[src/tcp_defines.vh]
`ifndef TCP_DEFINES_VH
`define TCP_DEFINES_VH
// ----------------------------------------
// register offsets
// ----------------------------------------
`define TCP_ADDR_CTRL    4'h0
`define TCP_ADDR_COUNT   4'h1
`define TCP_ADDR_CMPA    4'h2
`define TCP_ADDR_CMPB    4'h3
`define TCP_ADDR_CAPTOP  4'h4
`define TCP_ADDR_FLAGS   4'h5
`define TCP_ADDR_PORT    4'h6
// ----------------------------------------
// control and flag field positions
// ----------------------------------------
`define TCP_CTRL_MODE_LO 0
`define TCP_CTRL_ACTA_LO 4
`define TCP_CTRL_ACTB_LO 6
`define TCP_CTRL_PRE_LO  8
`define TCP_FLAG_OVF     0
`define TCP_FLAG_CMPA    1
`define TCP_FLAG_CMPB    2
`define TCP_FLAG_CAP     3
// ----------------------------------------
// modes and fixed tops
// ----------------------------------------
`define TCP_MODE_CTC_A   4'h4
`define TCP_MODE_CTC_C   4'hC
`define TCP_MODE_FP8     4'h5
`define TCP_MODE_FP9     4'h6
`define TCP_MODE_FP10    4'h7
`define TCP_MODE_FP_C    4'hE
`define TCP_MODE_FP_A    4'hF
`define TCP_TOP8         16'h00FF
`define TCP_TOP9         16'h01FF
`define TCP_TOP10        16'h03FF
`define TCP_MAX          16'hFFFF
`define TCP_RESET_CTRL   10'h000
`endif

[src/tcp_timer.v]
// The register offsets and the strobed register port were decided locally.
`timescale 1ns/1ps
`include "tcp_defines.vh"
module tcp_timer (
   // clock and reset
   input  wire        ref_clk,
   input  wire        arst_n,
   input  wire        clk_en,
   // register port
   input  wire [3:0]  reg_addr,
   input  wire [15:0] reg_wdata,
   input  wire        reg_wr,
   input  wire        reg_rd,
   output reg  [15:0] reg_rdata,
   // pins
   output reg         wave_pin_a,
   output reg         wave_pin_a_oe,
   output reg         wave_pin_b,
   output reg         wave_pin_b_oe
);
   // ----------------------------------------
   // state
   // ----------------------------------------
   reg [9:0]  ctrl_reg;
   reg [15:0] count_value_reg;
   reg [15:0] compare_a_value_reg;
   reg [15:0] compare_a_buf_reg;
   reg [15:0] compare_b_value_reg;
   reg [15:0] compare_b_buf_reg;
   reg [15:0] capture_top_value_reg;
   reg [3:0]  flags_reg;
   reg [3:0]  port_reg;
   reg        wave_out_a_reg;
   reg        wave_out_b_reg;
   reg        block_reg;
   reg [9:0]  pre_cnt_reg;

   wire [3:0] waveform_mode_sel = ctrl_reg[`TCP_CTRL_MODE_LO +: 4];
   wire [1:0] out_a_action      = ctrl_reg[`TCP_CTRL_ACTA_LO +: 2];
   wire [1:0] out_b_action      = ctrl_reg[`TCP_CTRL_ACTB_LO +: 2];
   wire [1:0] pre_sel           = ctrl_reg[`TCP_CTRL_PRE_LO +: 2];
   wire       pin_dir_out_a     = port_reg[0];
   wire       pin_dir_out_b     = port_reg[1];
   wire       port_val_a        = port_reg[2];
   wire       port_val_b        = port_reg[3];

   wire ctc_a = (waveform_mode_sel == `TCP_MODE_CTC_A);
   wire ctc_c = (waveform_mode_sel == `TCP_MODE_CTC_C);
   wire clear_on_match_mode = ctc_a | ctc_c;
   wire fp_a  = (waveform_mode_sel == `TCP_MODE_FP_A);
   wire fp_c  = (waveform_mode_sel == `TCP_MODE_FP_C);
   wire fp_fix = (waveform_mode_sel == `TCP_MODE_FP8) | (waveform_mode_sel == `TCP_MODE_FP9) |
                 (waveform_mode_sel == `TCP_MODE_FP10);
   wire fast_pwm = fp_fix | fp_a | fp_c;

   // ----------------------------------------
   // prescaler: factors 1, 8, 64, 1024 (no factor 256, select 3 gives 1024)
   // ----------------------------------------
   reg tick;
   always @* begin
      case (pre_sel)
         2'h0:    tick = 1'b1;
         2'h1:    tick = (pre_cnt_reg[2:0] == 3'h7);
         2'h2:    tick = (pre_cnt_reg[5:0] == 6'h3F);
         default: tick = (pre_cnt_reg[9:0] == 10'h3FF);
      endcase
   end
   // select 3 is factor 1024; factor 256 dropped to keep the select two bits wide

   // ----------------------------------------
   // top selection and masking
   // ----------------------------------------
   reg [15:0] top_val;
   always @* begin
      case (waveform_mode_sel)
         `TCP_MODE_FP8:  top_val = `TCP_TOP8;
         `TCP_MODE_FP9:  top_val = `TCP_TOP9;
         `TCP_MODE_FP10: top_val = `TCP_TOP10;
         `TCP_MODE_CTC_C,
         `TCP_MODE_FP_C: top_val = capture_top_value_reg;
         `TCP_MODE_CTC_A,
         `TCP_MODE_FP_A: top_val = compare_a_value_reg;
         default:        top_val = `TCP_MAX;
      endcase
   end
   wire [15:0] wr_mask = fp_fix ? top_val : `TCP_MAX;
   wire [15:0] wdata_m = reg_wdata & wr_mask;

   // unbuffered top: equality only, so a top below count is missed until wrap
   wire at_top   = (count_value_reg == top_val);
   wire at_max   = (count_value_reg == `TCP_MAX);
   wire match_a  = ~block_reg & (count_value_reg == compare_a_value_reg);
   wire match_b  = ~block_reg & (count_value_reg == compare_b_value_reg);
   wire clr_cnt  = (clear_on_match_mode & match_a & ctc_a) | (ctc_c & at_top & ~block_reg) |
                   (fast_pwm & at_top);
   wire [15:0] cnt_inc = count_value_reg + 16'h0001;

   // ----------------------------------------
   // output action per channel
   // ----------------------------------------
   function out_next;
      input       cur;
      input [1:0] act;
      input       match;
      input       top;
      input       fpm;
      input       chan_a;
      begin
         out_next = cur;
         if (act == 2'h1) begin
            if (match && (!fpm || chan_a))
               out_next = ~cur;
         end else if (act == 2'h2) begin
            if (fpm) begin
               if (match) out_next = 1'b0;
               else if (top) out_next = 1'b1;
            end else if (match) out_next = 1'b0;
         end else if (act == 2'h3) begin
            if (fpm) begin
               if (match) out_next = 1'b1;
               else if (top) out_next = 1'b0;
            end else if (match) out_next = 1'b1;
         end
      end
   endfunction

   // ----------------------------------------
   // registers and counter
   // ----------------------------------------
   wire wr_ctrl  = reg_wr & (reg_addr == `TCP_ADDR_CTRL);
   wire wr_cnt   = reg_wr & (reg_addr == `TCP_ADDR_COUNT);
   wire wr_cmpa  = reg_wr & (reg_addr == `TCP_ADDR_CMPA);
   wire wr_cmpb  = reg_wr & (reg_addr == `TCP_ADDR_CMPB);
   wire wr_cap   = reg_wr & (reg_addr == `TCP_ADDR_CAPTOP);
   wire wr_flags = reg_wr & (reg_addr == `TCP_ADDR_FLAGS);
   wire wr_port  = reg_wr & (reg_addr == `TCP_ADDR_PORT);

   reg [3:0] flag_set;
   always @* begin
      flag_set = 4'h0;
      if (tick) begin
         flag_set[`TCP_FLAG_OVF]  = fast_pwm ? at_top : at_max;
         flag_set[`TCP_FLAG_CMPA] = fp_a ? at_top : match_a;
         flag_set[`TCP_FLAG_CMPB] = match_b;
         flag_set[`TCP_FLAG_CAP]  = (ctc_c | fp_c) & at_top & (fp_c | ~block_reg);
      end
   end

   // ----------------------------------------
   // prescaler counter
   // ----------------------------------------
   always @(posedge ref_clk or negedge arst_n) begin
      if (!arst_n) begin
         pre_cnt_reg <= 10'h000;
      end else if (clk_en) begin
         // cleared at each tick, so a select change settles within one period
         pre_cnt_reg <= tick ? 10'h000 : pre_cnt_reg + 10'h001;
      end
   end

   // ----------------------------------------
   // control and port registers
   // ----------------------------------------
   always @(posedge ref_clk or negedge arst_n) begin
      if (!arst_n) begin
         ctrl_reg <= `TCP_RESET_CTRL;
         port_reg <= 4'h0;
      end else if (clk_en) begin
         if (wr_ctrl) begin
            ctrl_reg <= reg_wdata[9:0];
         end
         if (wr_port) begin
            port_reg <= reg_wdata[3:0];
         end
      end
   end

   // ----------------------------------------
   // capture top, never buffered
   // ----------------------------------------
   always @(posedge ref_clk or negedge arst_n) begin
      if (!arst_n) begin
         capture_top_value_reg <= 16'h0000;
      end else if (clk_en) begin
         if (wr_cap) begin
            capture_top_value_reg <= reg_wdata;
         end
      end
   end

   // ----------------------------------------
   // compare a, buffered in fast PWM only
   // ----------------------------------------
   always @(posedge ref_clk or negedge arst_n) begin
      if (!arst_n) begin
         compare_a_buf_reg   <= 16'h0000;
         compare_a_value_reg <= 16'h0000;
      end else if (clk_en) begin
         if (wr_cmpa) begin
            compare_a_buf_reg <= wdata_m;
         end
         // direct write elsewhere; load at top keeps a PWM period whole
         if (wr_cmpa && !fast_pwm) begin
            compare_a_value_reg <= wdata_m;
         end else if (fast_pwm && tick && at_top) begin
            compare_a_value_reg <= compare_a_buf_reg;
         end
      end
   end

   // ----------------------------------------
   // compare b, same buffering as a
   // ----------------------------------------
   always @(posedge ref_clk or negedge arst_n) begin
      if (!arst_n) begin
         compare_b_buf_reg   <= 16'h0000;
         compare_b_value_reg <= 16'h0000;
      end else if (clk_en) begin
         if (wr_cmpb) begin
            compare_b_buf_reg <= wdata_m;
         end
         if (wr_cmpb && !fast_pwm) begin
            compare_b_value_reg <= wdata_m;
         end else if (fast_pwm && tick && at_top) begin
            compare_b_value_reg <= compare_b_buf_reg;
         end
      end
   end

   // ----------------------------------------
   // counter and match blocking
   // ----------------------------------------
   always @(posedge ref_clk or negedge arst_n) begin
      if (!arst_n) begin
         count_value_reg <= 16'h0000;
         block_reg       <= 1'b0;
      end else if (clk_en) begin
         // block lasts until the next timer tick consumes it
         if (wr_cnt) begin
            block_reg <= 1'b1;
         end else if (tick) begin
            block_reg <= 1'b0;
         end
         if (wr_cnt) begin
            count_value_reg <= reg_wdata;
         end else if (tick) begin
            count_value_reg <= clr_cnt ? 16'h0000 : cnt_inc;
         end
      end
   end

   // ----------------------------------------
   // flags
   // ----------------------------------------
   always @(posedge ref_clk or negedge arst_n) begin
      if (!arst_n) begin
         flags_reg <= 4'h0;
      end else if (clk_en) begin
         // set wins over a software clear, so no event is lost
         flags_reg <= (flags_reg & ~(wr_flags ? reg_wdata[3:0] : 4'h0)) | flag_set;
      end
   end

   // ----------------------------------------
   // internal wave state
   // ----------------------------------------
   always @(posedge ref_clk or negedge arst_n) begin
      if (!arst_n) begin
         wave_out_a_reg <= 1'b0;
         wave_out_b_reg <= 1'b0;
      end else if (clk_en) begin
         if (tick) begin
            wave_out_a_reg <= out_next(wave_out_a_reg, out_a_action, match_a, at_top, fast_pwm, 1'b1);
            wave_out_b_reg <= out_next(wave_out_b_reg, out_b_action, match_b, at_top, fast_pwm, 1'b0);
         end
      end
   end

   // ----------------------------------------
   // read data, one cycle only
   // ----------------------------------------
   always @(posedge ref_clk or negedge arst_n) begin
      if (!arst_n) begin
         reg_rdata <= 16'h0000;
      end else if (clk_en) begin
         reg_rdata <= 16'h0000;
         if (reg_rd) begin
            case (reg_addr)
               `TCP_ADDR_CTRL:   reg_rdata <= {6'h00, ctrl_reg};
               `TCP_ADDR_COUNT:  reg_rdata <= count_value_reg;
               `TCP_ADDR_CMPA:   reg_rdata <= fast_pwm ? compare_a_buf_reg : compare_a_value_reg;
               `TCP_ADDR_CMPB:   reg_rdata <= fast_pwm ? compare_b_buf_reg : compare_b_value_reg;
               `TCP_ADDR_CAPTOP: reg_rdata <= capture_top_value_reg;
               `TCP_ADDR_FLAGS:  reg_rdata <= {12'h000, flags_reg};
               `TCP_ADDR_PORT:   reg_rdata <= {12'h000, port_reg};
               default:          reg_rdata <= 16'h0000;
            endcase
         end
      end
   end

   // ----------------------------------------
   // pins
   // ----------------------------------------
   always @(posedge ref_clk or negedge arst_n) begin
      if (!arst_n) begin
         wave_pin_a    <= 1'b0;
         wave_pin_a_oe <= 1'b0;
         wave_pin_b    <= 1'b0;
         wave_pin_b_oe <= 1'b0;
      end else if (clk_en) begin
         // pin drive gated by direction; action 0 gives plain port value
         wave_pin_a    <= (out_a_action != 2'h0) ? wave_out_a_reg : port_val_a;
         wave_pin_a_oe <= pin_dir_out_a;
         wave_pin_b    <= (out_b_action != 2'h0) ? wave_out_b_reg : port_val_b;
         wave_pin_b_oe <= pin_dir_out_b;
      end
   end
endmodule

[config.mk]
export PLATFORM = sky130hd
export DESIGN_NAME = tcp_timer
export DESIGN_NICKNAME = d
export VERILOG_FILES = /design/src/tcp_timer.v
export VERILOG_INCLUDE_DIRS = /design/src
export SDC_FILE = /design/constraint.sdc
export NUM_CORES = 1
export LEC_CHECK = 0
export BUFFER_PORTS_ARGS = -buffer_cell sky130_fd_sc_hd__buf_2
export CORE_MARGIN = 2
export CORE_UTILIZATION = 35
export DETAILED_ROUTE_END_ITERATION = 8
export PLACE_DENSITY = 0.61
export SETUP_SLACK_MARGIN = 0.5
export SLEW_MARGIN = 40
export SYNTH_ARGS = -nofsm -noshare
export SYNTH_HDL_FRONTEND = slang
export SYNTH_SLANG_ARGS = --single-unit
export TNS_END_PERCENT = 1
[constraint.sdc]
create_clock -name ref_clk -period 5.08 [get_ports ref_clk]
set_clock_uncertainty 0.1 [all_clocks]
set_input_delay 0.762 -clock ref_clk [delete_from_list [all_inputs] [get_ports ref_clk]]
set_output_delay 0.762 -clock ref_clk [all_outputs]
set_load 0.05 [all_outputs]
# [After elaboration in Yosys (flattened, before gate mapping)]
# Cells that the tools add are included.
[word_totals] ff_bits=147 output_inout_bits=20 wordCells=162
[op_classes] addsub=2 eq_ne=38 mux=45 bitwise=32 n_reduce_logical=27
[op_table] cell="$mux 16" n=11
[op_table] cell="$pmux 16 s7" n=1
[op_table] cell="$pmux 16 s5" n=1
[op_table] cell="$eq 16x16->1" n=3
[op_table] cell="$eq 4x3->1 const B" n=7
[op_table] cell="$mux 1" n=28
[op_table] cell="$add 16x1->16 const B" n=1
[op_table] cell="$and 1x1->1" n=16
[op_table] cell="$and 16x16->16" n=1
[op_table] cell="$eq 16x16->1 const B" n=1
[op_table] cell="$ne 4x4->1 const B" n=4
[op_table] cell="$reduce_and 2->1" n=8
[op_table] cell="$reduce_and 8->1" n=2
[op_table] cell="$eq 4x4->1 const B" n=3
[op_table] cell="$ne 3x3->1 const B" n=4
[op_table] cell="$add 10x1->10 const B" n=1
[op_table] cell="$eq 10x10->1 const B" n=1
[op_table] cell="$eq 2x2->1 const B" n=5
[op_table] cell="$mux 10" n=1
[op_table] cell="$reduce_bool 2->1" n=5
[op_table] cell="$or 1x1->1" n=9
[op_table] cell="$eq 4x2->1 const B" n=2
[op_table] cell="$mux 4" n=2
[op_table] cell="$eq 2x1->1 const B" n=3
[op_table] cell="other kinds (16)" n=24

# [Longest topological paths before layout]
# Gate-level depths: netlist of run 1.
[depth] depth_word=11 ltp_mapped=13 mapped_depth_nobuf=9

# [Least setup slack after synthesis of run 1]
# OpenSTA, ideal clock, no wires.
[synth_timing] path_kind="register to register" start="register ctrl_reg[3]" end="register wave_out_a_reg" setup_time_ns=0.104 arrival_time_ns=2.766 setup_slack_ns=2.111 stages_incl_launch_ff=11 path_cell_list="dfrtp_1 -> buf_6 -> buf_8 -> or4_4 -> a31oi_2 -> xnor2_1 -> nor4_2 -> o311ai_1 -> or3b_4 -> or4_1 -> o311ai_1"
[synth_between] elab_chain_cells=9
[synth_rtl] item="start, declared" line="tcp_timer.v:24" text="reg [9:0] ctrl_reg;"
[synth_rtl] item="start signal, assigned" line="tcp_timer.v:166" text="ctrl_reg <= `TCP_RESET_CTRL;"
[synth_rtl] item="start signal, assigned" line="tcp_timer.v:170" text="ctrl_reg <= reg_wdata[9:0];"
[synth_rtl] item="branches (longest 9 deep; another with $pmux 16 s5)"
[synth_rtl] item="end signal, assigned" line="tcp_timer.v:273" text="wave_out_a_reg <= out_next(wave_out_a_reg, out_a_action, match_a, at_top, fast_pwm, 1'b1);"
[synth_rtl] item="end, declared" line="tcp_timer.v:33" text="reg wave_out_a_reg;"
# Parallel ways; which one is timed is not known. The select of a mux whose other input is x is not followed.
# A chain may end at the register's enable or synchronous reset.

# [Final worst setup path of run 1]
[layout_timing] start="register ctrl_reg[0]" end="register compare_a_value_reg[11]"
[layout_between] elab_chain_cells=9
[layout_rtl] item="branches (longest 9 deep; another with $pmux 16 s5)"
[layout_rtl] item="end signal, assigned" line="tcp_timer.v:204" text="compare_a_value_reg <= wdata_m;"
[layout_rtl] item="end signal, assigned" line="tcp_timer.v:206" text="compare_a_value_reg <= compare_a_buf_reg;"
[layout_rtl] item="end, declared" line="tcp_timer.v:26" text="reg [15:0] compare_a_value_reg;"
# Parallel ways; which one is timed is not known.

==> results of run 1 <==
cell families (layout without fill, tap and decap cells):
| logic type | count (synthesis) | in the layout | synth area share [%] |
|---|---|---|---|
| AND/OR/NAND/NOR | 305 | 305 | 18.35 |
| AO/OA/AOI/OAI | 233 | 233 | 19.67 |
| flip-flops | 147 | 147 | 43.06 |
| buffers and inverters | 107 | 122 | 5.228 |
| multiplexers | 61 | 61 | 7.821 |
| XOR/XNOR | 53 | 53 | 5.434 |
| adder cells (fa/ha/maj) | 3 | 3 | 0.4394 |
through the flow:
stage               hold slack, ns  cell area, um^2  utilization, %
detailed placement          0.3683             9015           37.40
global route                0.1356             9633           39.96
CTS                         0.3264             9593           39.80
global placement            0.3663             8990           37.29
floorplan                   0.3449             8543               -
finish                      0.1097             9633           39.96
routing by layer:
metal / share of wire [%] / GRT usage [%]
met2: 46 / 30.20
met1: 46 / 28.54
met3: 6.4 / 3.377
met4: 2.2 / 6.224
met5: 0 / 0
path summary, 6_finish.rpt:
check | slack (ns) | endpoint
setup reg to reg | 1.29 | compare_a_value_reg[11]
hold / removal | 0.11 | compare_b_buf_reg[15]
max in group asynchronous | 3.80 | ctrl_reg[3]
setup / recovery | 1.29 | compare_a_value_reg[11]
hold reg to reg | 0.38 | flags_reg[2]
min in group ref_clk | 0.38 | flags_reg[2]
area by class of cell:
cell class	count	area, um^2
fillers	2450	14470
flip-flops and latches	147	3681
clock inverters	13	125.1
multi-input cells	655	4486
well taps	324	405.4
repair buffers	60	370.4
clock buffers	19	452.9
inverters	30	112.6
layout by cell type (no fill, tap or decap), types with 18 or more instances in the layout:
| cell type | n |
|---|---|
| sky130_fd_sc_hd__mux2_2 | 46 |
| sky130_fd_sc_hd__nand3_1 | 21 |
| sky130_fd_sc_hd__a21oi_1 | 29 |
| sky130_fd_sc_hd__xor2_1 | 39 |
| sky130_fd_sc_hd__buf_2 | 43 |
| sky130_fd_sc_hd__inv_1 | 30 |
| sky130_fd_sc_hd__o22ai_1 | 25 |
| sky130_fd_sc_hd__o221a_2 | 18 |
| sky130_fd_sc_hd__a22oi_1 | 19 |
| sky130_fd_sc_hd__o21ai_0 | 51 |
| sky130_fd_sc_hd__dfrtp_1 | 145 |
| sky130_fd_sc_hd__nor2_1 | 28 |
| sky130_fd_sc_hd__nand2_1 | 123 |
| sky130_fd_sc_hd__nor3_1 | 26 |
power by group through the flow:
stage          clock, mW  combinational [mW]  sequential [mW]
5_1_grt             1.32                1.56             2.00
2_1_floorplan          0                1.25             1.68
6_report            1.26                1.41             1.95
4_1_cts             1.27                1.41             1.94
3_3_place_gp           0                1.38             1.95
3_5_place_dp           0                1.40             1.96
==> summary.json, run 1 <==
{
  "vdd_ir_drop_max_mv": 0.2416,
  "synth_largest_area_cell": "sky130_fd_sc_hd__dfrtp_1",
  "boundaryPins": 45,
  "most_instantiated_cells_after_synthesis": "sky130_fd_sc_hd__dfrtp_1, sky130_fd_sc_hd__nand2_1, sky130_fd_sc_hd__clkbuf_1, sky130_fd_sc_hd__o21ai_0, sky130_fd_sc_hd__mux2_2",
  "timing.final.crit_period_ns": 3.793,
  "pin_count_of_the_biggest_net_entering_global_routing": 107,
  "post_synth.cell_area_avg_um2": 9.398,
  "critical_path_buf_inv_count": 1,
  "clock-sinks": 147,
  "pre_cts_ws_ns": 1.009,
  "post-route-worst-setup-slack_ns": 1.287,
  "drt_iter0_drc": 622,
  "synth_cells": 909,
  "viasPerCell": 5.778,
  "drive_gt1_share_pct": 19.37,
  "status": "finished clean",
  "row_count": 57,
  "synth.distinct_cells": 68,
  "synth-edff-count": 0,
  "seq_power_share_pct": 42.3,
  "synthesis.nets": 937,
  "cp_slowest_cell": "sky130_fd_sc_hd__nand4bb_2",
  "worstReg2RegStart": "ctrl_reg[0]",
  "clock_insertion_delay_worst_skew_ns": 0.43,
  "residual_drc": 0,
  "worst-path-stages": 9,
  "synth-main-ff-cell": "sky130_fd_sc_hd__dfrtp_1",
  "timing.final.setup_violations": 0,
  "route.final.wire_length_um": 25460,
  "worst_path_dominant_cell_family": "simple AND/OR/NAND/NOR gates",
  "grt_antenna_before_repair": 0,
  "worst_setup_path_startpoint": "ctrl_reg[0]",
  "r2r_cells": 9,
  "die_ar_um2": 25680,
  "antenna_violating_nets_post_route": 0,
  "post_cts_resized": 0,
  "finalWeightedCongestion": 0.8820,
  "postCtsHoldBufs": 0,
  "share_comb_of_total_power_pct": 30.6,
  "die_height_um": 160.2,
  "cts.htree.levels": 4,
  "wl_per_cell_um": 20.40,
  "num_vias": 7211,
  "netlist_top_cells_area": "sky130_fd_sc_hd__dfrtp_1, sky130_fd_sc_hd__mux2_2, sky130_fd_sc_hd__nand2_1",
  "fmaxAchievable_mhz": 263.6,
  "largest_driver_fanout_on_the_critical_path": 21,
  "data_arrival_time_of_the_critical_path_ns": 4.06,
  "cts_tree": "built",
  "power_leakage_nw": 3.917,
  "worst_slew_pin_slew_ns": 0.7977,
  "clk_path_buf_depth": 2,
  "fraction_of_registers_with_async_set_or_reset_after_synthesis_pct": 100.0,
  "antenna-diode-count": 0,
  "grt_first_pass_wirelength_um": 39430,
  "clk_pin_slew_worst_paths_ns": 0.06,
  "p_sw_share_pct": 39.38,
  "timing.critical_path.to_type": "flip-flop",
  "via_count_of_the_first_global_routing_pass": 6800,
  "critical_path_required_ns": 5.35,
  "numPlacedInstances": 1215,
  "p_int_mw": 2.802,
  "nNetsFinal": 939,
  "cts_root_buffer": "sky130_fd_sc_hd__clkbuf_16",
  "synth.yosys.warnings": 0,
  "max_cap_viol_count": 0,
  "fp.coreArea_um2": 24110,
  "timing.final.max_slew_violations": 0,
  "crit_chain": "buf_4 -> or4_4 -> a31oi_2 -> xnor2_1 -> nor4_2 -> o311ai_1 -> nand4bb_2 -> o21ai_2 -> o221a_2",
  "detail_route.first_pass.iterations": 5,
  "relSlewSlack_pct": 46.54,
  "port-buffer-count": 44,
  "rsz_0062_raised_after_global_routing": "no",
  "finalCritPeriodShare_pct": 74.67,
  "effective_utilization_at_floorplan_pct": 35.44,
  "total_switching_power_mw": 1.821,
  "top_cell_type_s_share_of_synthesized_area_pct": 43.06,
  "pwr_density_cell_nw_per_um2": 479.9,
  "finish.cell_count_without_fillers": 1248,
  "area_growth_syn_to_fin_pct": 12.76,
  "cts_inserted_buffers": 17,
  "power_frac_clock_pct": 27.2,
  "seq_area_frac_synth_pct": 43.06,
  "finalPower_mw": 4.623,
  "postSynthRegisterBits": 147,
  "postCtsSetupBuffers": 0,
  "total_gr_overflow": 0,
  "tns_ns": 0,
  "die_outline_width_um": 160.2,
  "mappedNetlistArea_um2": 8543,
  "grt_util_all_layers_pct": 19.74,
  "slowest_delay_ns": 0.64,
  "worst_hold_path_type": "input port to async pin",
  "detailed_place_hpwl_um": 17870,
  "setup.worst_path.start_class": "flip-flop",
  "timing.setup.critical_path_class": "flip-flop to flip-flop",
  "synth.most_common_cell": "sky130_fd_sc_hd__dfrtp_1",
  "final-hold-violation-count": 0
}
(Power assumes the default switching activity.)
==> run 2: changes to the inputs <==
Settings changed: PLACE_DENSITY 0.61 to 0.62.
Clock period 5.08 ns to 3 ns, I/O delays scaled along.
==> run 2 against run 1 <==
Against the previous run:
- the run now ends with setup timing left
- critical path depth grew 1
- flip-flop and latch count unchanged
- final area increased by 8.4%
- fmax grew 25%
- clock power rose by 76%
- via count rose by 4.1%
==> summary.json, run 2 (synthesis results as in run 1) <==
{
  "route.final.wire_length": {"value": 26620, "unit": "um", "change": "+4.6%"},
  "grt_util_all_layers": {"value": 21.04, "unit": "%", "change": "+1.3 points"},
  "fmaxAchievable": {"value": 329.9, "unit": "MHz", "change": "+25%"},
  "viasPerCell": {"value": 5.706, "change": "-1.2%"},
  "status": "complete, but fails checks",
  "drt_iter0_drc": {"value": 693, "change": "+11%"},
  "worst_hold_path_type": "input port to flip-flop",
  "finalWeightedCongestion": {"value": 0.9593, "change": "+8.8%"},
  "pin_count_of_the_biggest_net_entering_global_routing": {"value": 59, "change": "-45%"},
  "slowest_delay": {"value": 0.52, "unit": "ns", "change": "-0.12 ns"},
  "crit_chain": "buf_6 -> buf_6 -> or4_4 -> a31oi_4 -> xnor2_2 -> nor4_2 -> o311ai_2 -> or3b_4 -> or4_4 -> o311ai_2",
  "worst_slew_pin_slew": {"value": 0.8099, "unit": "ns", "change": "+0.01219 ns"},
  "vdd_ir_drop_max": {"value": 0.4572, "unit": "mV", "change": "+89%"},
  "die_ar": {"value": 25680, "unit": "um^2", "change": "unchanged"},
  "nNetsFinal": {"value": 1006, "change": "+7.1%"},
  "timing.final.crit_period": {"value": 3.032, "unit": "ns", "change": "-0.7617 ns"},
  "antenna_violating_nets_post_route": {"value": 0, "change": "unchanged"},
  "most-common-layout-cells": "sky130_fd_sc_hd__dfrtp_1, sky130_fd_sc_hd__nand2_1, sky130_fd_sc_hd__buf_4",
  "power_leakage": {"value": 4.318, "unit": "nW", "change": "+10%"},
  "effective_utilization_at_floorplan": {"value": 35.44, "unit": "%", "change": "unchanged"},
  "cts_tree": "built",
  "grt_first_pass_wirelength": {"value": 41830, "unit": "um", "change": "+6.1%"},
  "timing.setup.critical_path_class": "flip-flop to flip-flop",
  "total_gr_overflow": {"value": 0, "change": "unchanged"},
  "power_frac_clock": {"value": 26.0, "unit": "%", "change": "-1.2 points"},
  "clk_path_buf_depth": {"value": 2, "change": "unchanged"},
  "timing.critical_path.to_type": "flip-flop",
  "cts.htree.levels": {"value": 4, "change": "unchanged"},
  "cts_root_buffer": "sky130_fd_sc_hd__clkbuf_16",
  "clk_pin_slew_worst_paths": {"value": 0.07, "unit": "ns", "change": "about the same"},
  "max_cap_viol_count": {"value": 0, "change": "unchanged"},
  "boundaryPins": {"value": 45, "change": "unchanged"},
  "area_growth_syn_to_fin_pct": 22.28,
  "finish.cell_count_without_fillers": {"value": 1315, "change": "+5.4%"},
  "num_vias": {"value": 7504, "change": "+4.1%"},
  "pwr_density_cell": {"value": 817.0, "unit": "nW/um^2", "change": "+70%"},
  "port-buffer-count": {"value": 44, "change": "unchanged"},
  "relSlewSlack": {"value": 45.44, "unit": "%", "change": "-1.1 points"},
  "pre_cts_ws": {"value": -0.09852, "unit": "ns", "change": "-1.107 ns"},
  "die_height": {"value": 160.2, "unit": "um", "change": "unchanged"},
  "fp.coreArea": {"value": 24110, "unit": "um^2", "change": "unchanged"},
  "cts_inserted_buffers": {"value": 17, "change": "unchanged"},
  "cp_slowest_cell": "sky130_fd_sc_hd__or4_4",
  "row_count": {"value": 57, "change": "unchanged"},
  "final-hold-violation-count": {"value": 0, "change": "unchanged"},
  "post-route-worst-setup-slack": {"value": -0.03151, "unit": "ns", "change": "-1.318 ns"},
  "wl_per_cell": {"value": 20.24, "unit": "um", "change": "-0.77%"},
  "timing.final.max_slew_violations": {"value": 0, "change": "unchanged"},
  "p_int": {"value": 5.214, "unit": "mW", "change": "+86%"},
  "critical_path_buf_inv_count": {"value": 2, "change": "+1"},
  "die_outline_width": {"value": 160.2, "unit": "um", "change": "unchanged"},
  "worst_path_dominant_cell_family": "simple AND/OR/NAND/NOR gates",
  "timing.final.setup_violations": {"value": 1, "change": "+1"},
  "placedInstanceArea": {"value": 9524, "unit": "um^2", "change": "+5.6%"},
  "residual_drc": {"value": 0, "change": "unchanged"},
  "share_comb_of_total_power": {"value": 37.9, "unit": "%", "change": "+7.3 points"},
  "largest_driver_fanout_on_the_critical_path": {"value": 8, "change": "-62%"},
  "rsz_0062_raised_after_global_routing": "yes",
  "clock_insertion_delay_worst_skew": {"value": 0.44, "unit": "ns", "change": "about the same"},
  "finalCritPeriodShare": {"value": 101.1, "unit": "%", "change": "+26 points"},
  "setup.worst_path.start_class": "flip-flop",
  "numPlacedInstances": {"value": 1280, "change": "+5.3%"},
  "data_arrival_time_of_the_critical_path": {"value": 3.27, "unit": "ns", "change": "-0.79 ns"},
  "seq_power_share": {"value": 36.0, "unit": "%", "change": "-6.3 points"},
  "total_switching_power": {"value": 3.320, "unit": "mW", "change": "+82%"},
  "critical_path_required": {"value": 3.23, "unit": "ns", "change": "-2.12 ns"},
  "grt_antenna_before_repair": {"value": 0, "change": "unchanged"},
  "antenna-diode-count": {"value": 0, "change": "unchanged"},
  "detailed_place_hpwl": {"value": 19500, "unit": "um", "change": "+9.1%"},
  "postLayoutCellArea": {"value": 10450, "unit": "um^2", "change": "+8.4%"},
  "detail_route.first_pass.iterations": {"value": 5, "change": "unchanged"},
  "failed_checks": "setup timing",
  "via_count_of_the_first_global_routing_pass": {"value": 7222, "change": "+6.2%"},
  "drive_gt1_share": {"value": 28.05, "unit": "%", "change": "+8.7 points"},
  "p_sw_share": {"value": 38.90, "unit": "%", "change": "-0.48 points"},
  "clock-sinks": {"value": 147, "change": "unchanged"},
  "most_common_library_cell_in_the_layout_ignoring_fill_and_taps": "sky130_fd_sc_hd__dfrtp_1"
}
run 2: final timing paths:
kind / slack, ns / from / cells past startpoint / to
hold / removal: 0.20 / reg_wdata[14] / 2 / capture_top_value_reg[14]
setup / recovery: -0.03 / ctrl_reg[0] / 10 / wave_out_a_reg
hold reg to reg: 0.41 / wave_pin_a_oe / 1 / wave_pin_a_oe
min in group asynchronous: 0.49 / arst_n / 2 / pre_cnt_reg[9]
setup reg to reg: -0.03 / ctrl_reg[0] / 10 / wave_out_a_reg
max in group asynchronous: 1.64 / arst_n / 3 / capture_top_value_reg[6]
run 2: routing by layer:
metal  wire (um)  vias up  track usage, %
li1            -     3482               -
met3        1585       52           4.442
met1       11970     3730           29.14
met2       12160      240           32.03
met4         903        0           8.722
met5           0        -               0
run 2: power by group through the flow:
stage | Combinational [mW] | Clock (mW) | Sequential (mW)
finish | 3.24 | 2.22 | 3.07
global placement | 2.90 | 0 | 3.06
floorplan | 2.12 | 0 | 2.84
CTS | 2.99 | 2.25 | 3.04
global route | 3.54 | 2.34 | 3.14
detailed placement | 2.96 | 0 | 3.07
run 2: timing repair:
| action | CTS | global route |
|---|---|---|
| setup buffers | 0 | 2 |
| pin swaps | 2 | 24 |
| hold buffers | 1 | 0 |
| endpoints found under the hold margin | 56 | 0 |
| setup endpoints to repair | 63 | 68 |
| gates resized for setup | 11 | 65 |
run 2: area by class of cell:
type                    instances  area, um^2
flip-flops and latches        147        3682
well taps                     324       405.4
multi-input cells             655        4693
inverters                      30       112.6
clock inverters                14       166.4
fillers                      2356       13660
repair buffers                127       947.2
clock buffers                  18       439.2
run 2: through the flow:
step | TNS (ns) | total power [mW] | util, % | hold slack (ns)
after floorplan | 0 | 4.962 | - | 0.05441
after global placement | -0.4141 | 5.968 | 39.51 | 0.3616
after detailed placement | -1.889 | 6.023 | 39.51 | 0.3813
after CTS | -0.04329 | 8.283 | 42.27 | 0.1938
after global routing | -2.336 | 9.021 | 43.34 | 0.2041
final | -0.03151 | 8.534 | 43.34 | 0.2039
==> run 3: changes to the inputs <==
Settings changed: TNS_END_PERCENT 1 to 10.
==> run 3 against run 2 <==
Against the previous run:
- the run still ends with setup timing left
- wire length rose by 4.5%
- die area stayed put
- via count rose by 2.4%
- sequential share of layout area shrank 0.89 points
==> summary.json, run 3 (synthesis results as in run 1) <==
{
  "status": "complete, but fails checks",
  "failed_checks": "setup timing",
  "post-route-worst-setup-slack": {"value": -0.05795, "unit": "ns", "change": "-0.02644 ns"},
  "cts.htree.levels": {"value": 4, "change": "unchanged"},
  "finish.cell_count_without_fillers": {"value": 1329, "change": "+1.1%"},
  "fp.coreArea": {"value": 24110, "unit": "um^2", "change": "unchanged"},
  "tns": {"value": -0.4582, "unit": "ns", "change": "-0.4267 ns"},
  "timing.final.setup_violations": {"value": 26, "change": "+25"},
  "clock-sinks": {"value": 147, "change": "unchanged"},
  "numPlacedInstances": {"value": 1283, "change": "+0.23%"},
  "placedInstanceArea": {"value": 9582, "unit": "um^2", "change": "+0.60%"},
  "viasPerCell": {"value": 5.784, "change": "+1.4%"},
  "timing.critical_path.to_type": "flip-flop",
  "residual_drc": {"value": 0, "change": "unchanged"},
  "nNetsFinal": {"value": 1021, "change": "+1.5%"},
  "multi_input_comb_area": {"value": 4867, "unit": "um^2", "change": "+3.7%"},
  "port-buffer-count": {"value": 44, "change": "unchanged"},
  "largest_driver_fanout_on_the_critical_path": {"value": 7, "change": "-1"},
  "pwr_density_cell": {"value": 802.9, "unit": "nW/um^2", "change": "-1.7%"},
  "final.fill_count": {"value": 2364, "change": "+0.34%"},
  "via_count_of_the_first_global_routing_pass": {"value": 7522, "change": "+4.2%"},
  "total_gr_overflow": {"value": 0, "change": "unchanged"},
  "pin_count_of_the_biggest_net_entering_global_routing": {"value": 70, "change": "+19%"},
  "die_outline_width": {"value": 160.2, "unit": "um", "change": "unchanged"},
  "row_count": {"value": 57, "change": "unchanged"},
  "timing.final.max_slew_violations": {"value": 0, "change": "unchanged"},
  "cts_root_buffer": "sky130_fd_sc_hd__clkbuf_16",
  "clk_pin_slew_worst_paths": {"value": 0.06, "unit": "ns", "change": "about the same"},
  "max_cap_viol_count": {"value": 0, "change": "unchanged"},
  "detailed_place_hpwl": {"value": 19570, "unit": "um", "change": "+0.33%"},
  "worst_slew_pin_slew": {"value": 0.7469, "unit": "ns", "change": "-0.06301 ns"},
  "finalWeightedCongestion": {"value": 0.9365, "change": "-2.4%"},
  "cts_tree": "built",
  "setup.worst_path.start_class": "flip-flop",
  "grt_first_pass_wirelength": {"value": 43660, "unit": "um", "change": "+4.4%"},
  "die_ar": {"value": 25680, "unit": "um^2", "change": "unchanged"},
  "finalPower": {"value": 8.605, "unit": "mW", "change": "+0.83%"},
  "clk_path_buf_depth": {"value": 2, "change": "unchanged"},
  "area_growth_syn_to_fin_pct": 25.44,
  "final-hold-violation-count": {"value": 0, "change": "unchanged"},
  "relSlewSlack": {"value": 49.68, "unit": "%", "change": "+4.2 points"},
  "timing.setup.critical_path_class": "flip-flop to flip-flop",
  "wl_per_cell": {"value": 20.93, "unit": "um", "change": "+3.4%"},
  "vdd_ir_drop_max": {"value": 0.3691, "unit": "mV", "change": "-19%"},
  "power_leakage": {"value": 4.417, "unit": "nW", "change": "+2.3%"},
  "fmaxAchievable": {"value": 327.0, "unit": "MHz", "change": "-0.86%"},
  "worst_hold_path_type": "input port to flip-flop",
  "postLayoutCellArea": {"value": 10720, "unit": "um^2", "change": "+2.6%"},
  "grt_util_all_layers": {"value": 21.81, "unit": "%", "change": "+0.77 points"},
  "antenna_violating_nets_post_route": {"value": 0, "change": "unchanged"},
  "critical_path_required": {"value": 3.23, "unit": "ns", "change": "about the same"},
  "data_arrival_time_of_the_critical_path": {"value": 3.29, "unit": "ns", "change": "+0.02 ns"},
  "cts_inserted_buffers": {"value": 17, "change": "unchanged"},
  "detail_route.first_pass.iterations": {"value": 6, "change": "+1"},
  "timing.final.crit_period": {"value": 3.058, "unit": "ns", "change": "+0.02644 ns"},
  "rsz_0062_raised_after_global_routing": "yes",
  "effective_utilization_at_floorplan": {"value": 35.44, "unit": "%", "change": "unchanged"},
  "boundaryPins": {"value": 45, "change": "unchanged"},
  "drive_gt1_share": {"value": 29.65, "unit": "%", "change": "+1.6 points"},
  "register_area": {"value": 3682, "unit": "um^2", "change": "unchanged"},
  "holdWs": {"value": 0.2122, "unit": "ns", "change": "+0.008355 ns"},
  "most_common_library_cell_in_the_layout_ignoring_fill_and_taps": "sky130_fd_sc_hd__dfrtp_1",
  "clock_insertion_delay_worst_skew": {"value": 0.43, "unit": "ns", "change": "about the same"},
  "drt_iter0_drc": {"value": 746, "change": "+7.6%"},
  "finalCritPeriodShare": {"value": 101.9, "unit": "%", "change": "+0.88 points"},
  "grt_antenna_before_repair": {"value": 0, "change": "unchanged"},
  "num_vias": {"value": 7687, "change": "+2.4%"},
  "die_height": {"value": 160.2, "unit": "um", "change": "unchanged"},
  "antenna-diode-count": {"value": 0, "change": "unchanged"},
  "route.final.wire_length": {"value": 27820, "unit": "um", "change": "+4.5%"},
  "most-common-layout-cells": "sky130_fd_sc_hd__dfrtp_1, sky130_fd_sc_hd__nand2_1, sky130_fd_sc_hd__buf_4"
}
## run 3: changes by cell type in the layout (fill, tap and decap cells not counted), moves of 3 or more
cell,change
sky130_fd_sc_hd__or4_4,+4
sky130_fd_sc_hd__o221a_4,+13
sky130_fd_sc_hd__or4_1,-4
sky130_fd_sc_hd__inv_8,-3
sky130_fd_sc_hd__buf_4,+9
sky130_fd_sc_hd__inv_6,-3
sky130_fd_sc_hd__o221a_2,-13
## run 3: layout make-up
type                            count  area share, %
Multi-Input combinational cell    655          45.42
Sequential cell                   147          34.36
Timing Repair Buffer              142          10.24
Clock buffer                       20          4.168
Tap cell                          324          3.783
Inverter                           30          1.051
Clock inverter                     11         0.9807
## run 3: path summary, 6_finish.rpt
path	slack, ns	cells past startpoint	from	end
min	0.21	2	reg_wdata[14]	capture_top_value_reg[14]
max reg2reg	-0.06	10	ctrl_reg[0]	wave_out_a_reg
min in group asynchronous	0.53	2	arst_n	pre_cnt_reg[4]
min reg2reg	0.38	2	flags_reg[2]	flags_reg[2]
max in group asynchronous	1.50	3	arst_n	flags_reg[1]
max	-0.06	10	ctrl_reg[0]	wave_out_a_reg
## run 3: timing repair
action                                  CTS  global route
cloned                                    2             0
hold buffers                              1             0
setup buffers                            10             2
pin swaps                                63            12
endpoints found under the setup margin   55            59
endpoints found under the hold margin    66             0
resized for setup                        86            17
## run 3: power breakdown
part	total, mW	internal, mW	switching [mW]
combinational	3.41	1.64	1.78
sequential	3.15	2.44	0.710
clock	2.04	1.16	0.880
## run 3: layer usage
layer / wire, um / vias to the layer above / track usage [%] / share of wire, %
li1: - / 3523 / - / -
met1: 12320 / 3817 / 30.47 / 44
met2: 12830 / 303 / 34.10 / 46
met3: 1876 / 44 / 4.156 / 6.7
met4: 794 / 0 / 7.207 / 2.9
met5: 0 / - / 0 / 0
## run 3: through the flow
step / setup slack (ns) / utilization (%)
global route: -0.1449 / 44.46
floorplan: 0.1245 / -
detailed placement: -0.2576 / 39.75
CTS: -0.02380 / 44.08
finish: -0.05795 / 44.46
global placement: -0.1520 / 39.75
## run 3: critical path, stage by stage, from the launching register on
cell                       delay (ns)
sky130_fd_sc_hd__dfrtp_2         0.46
sky130_fd_sc_hd__buf_6           0.15
sky130_fd_sc_hd__or4_4           0.53
sky130_fd_sc_hd__o221a_4         0.13
sky130_fd_sc_hd__buf_4           0.14
sky130_fd_sc_hd__xor2_1          0.15
sky130_fd_sc_hd__o221a_4         0.27
sky130_fd_sc_hd__buf_4           0.13
sky130_fd_sc_hd__or3b_4          0.39
sky130_fd_sc_hd__or4_4           0.43
sky130_fd_sc_hd__o311ai_2        0.09
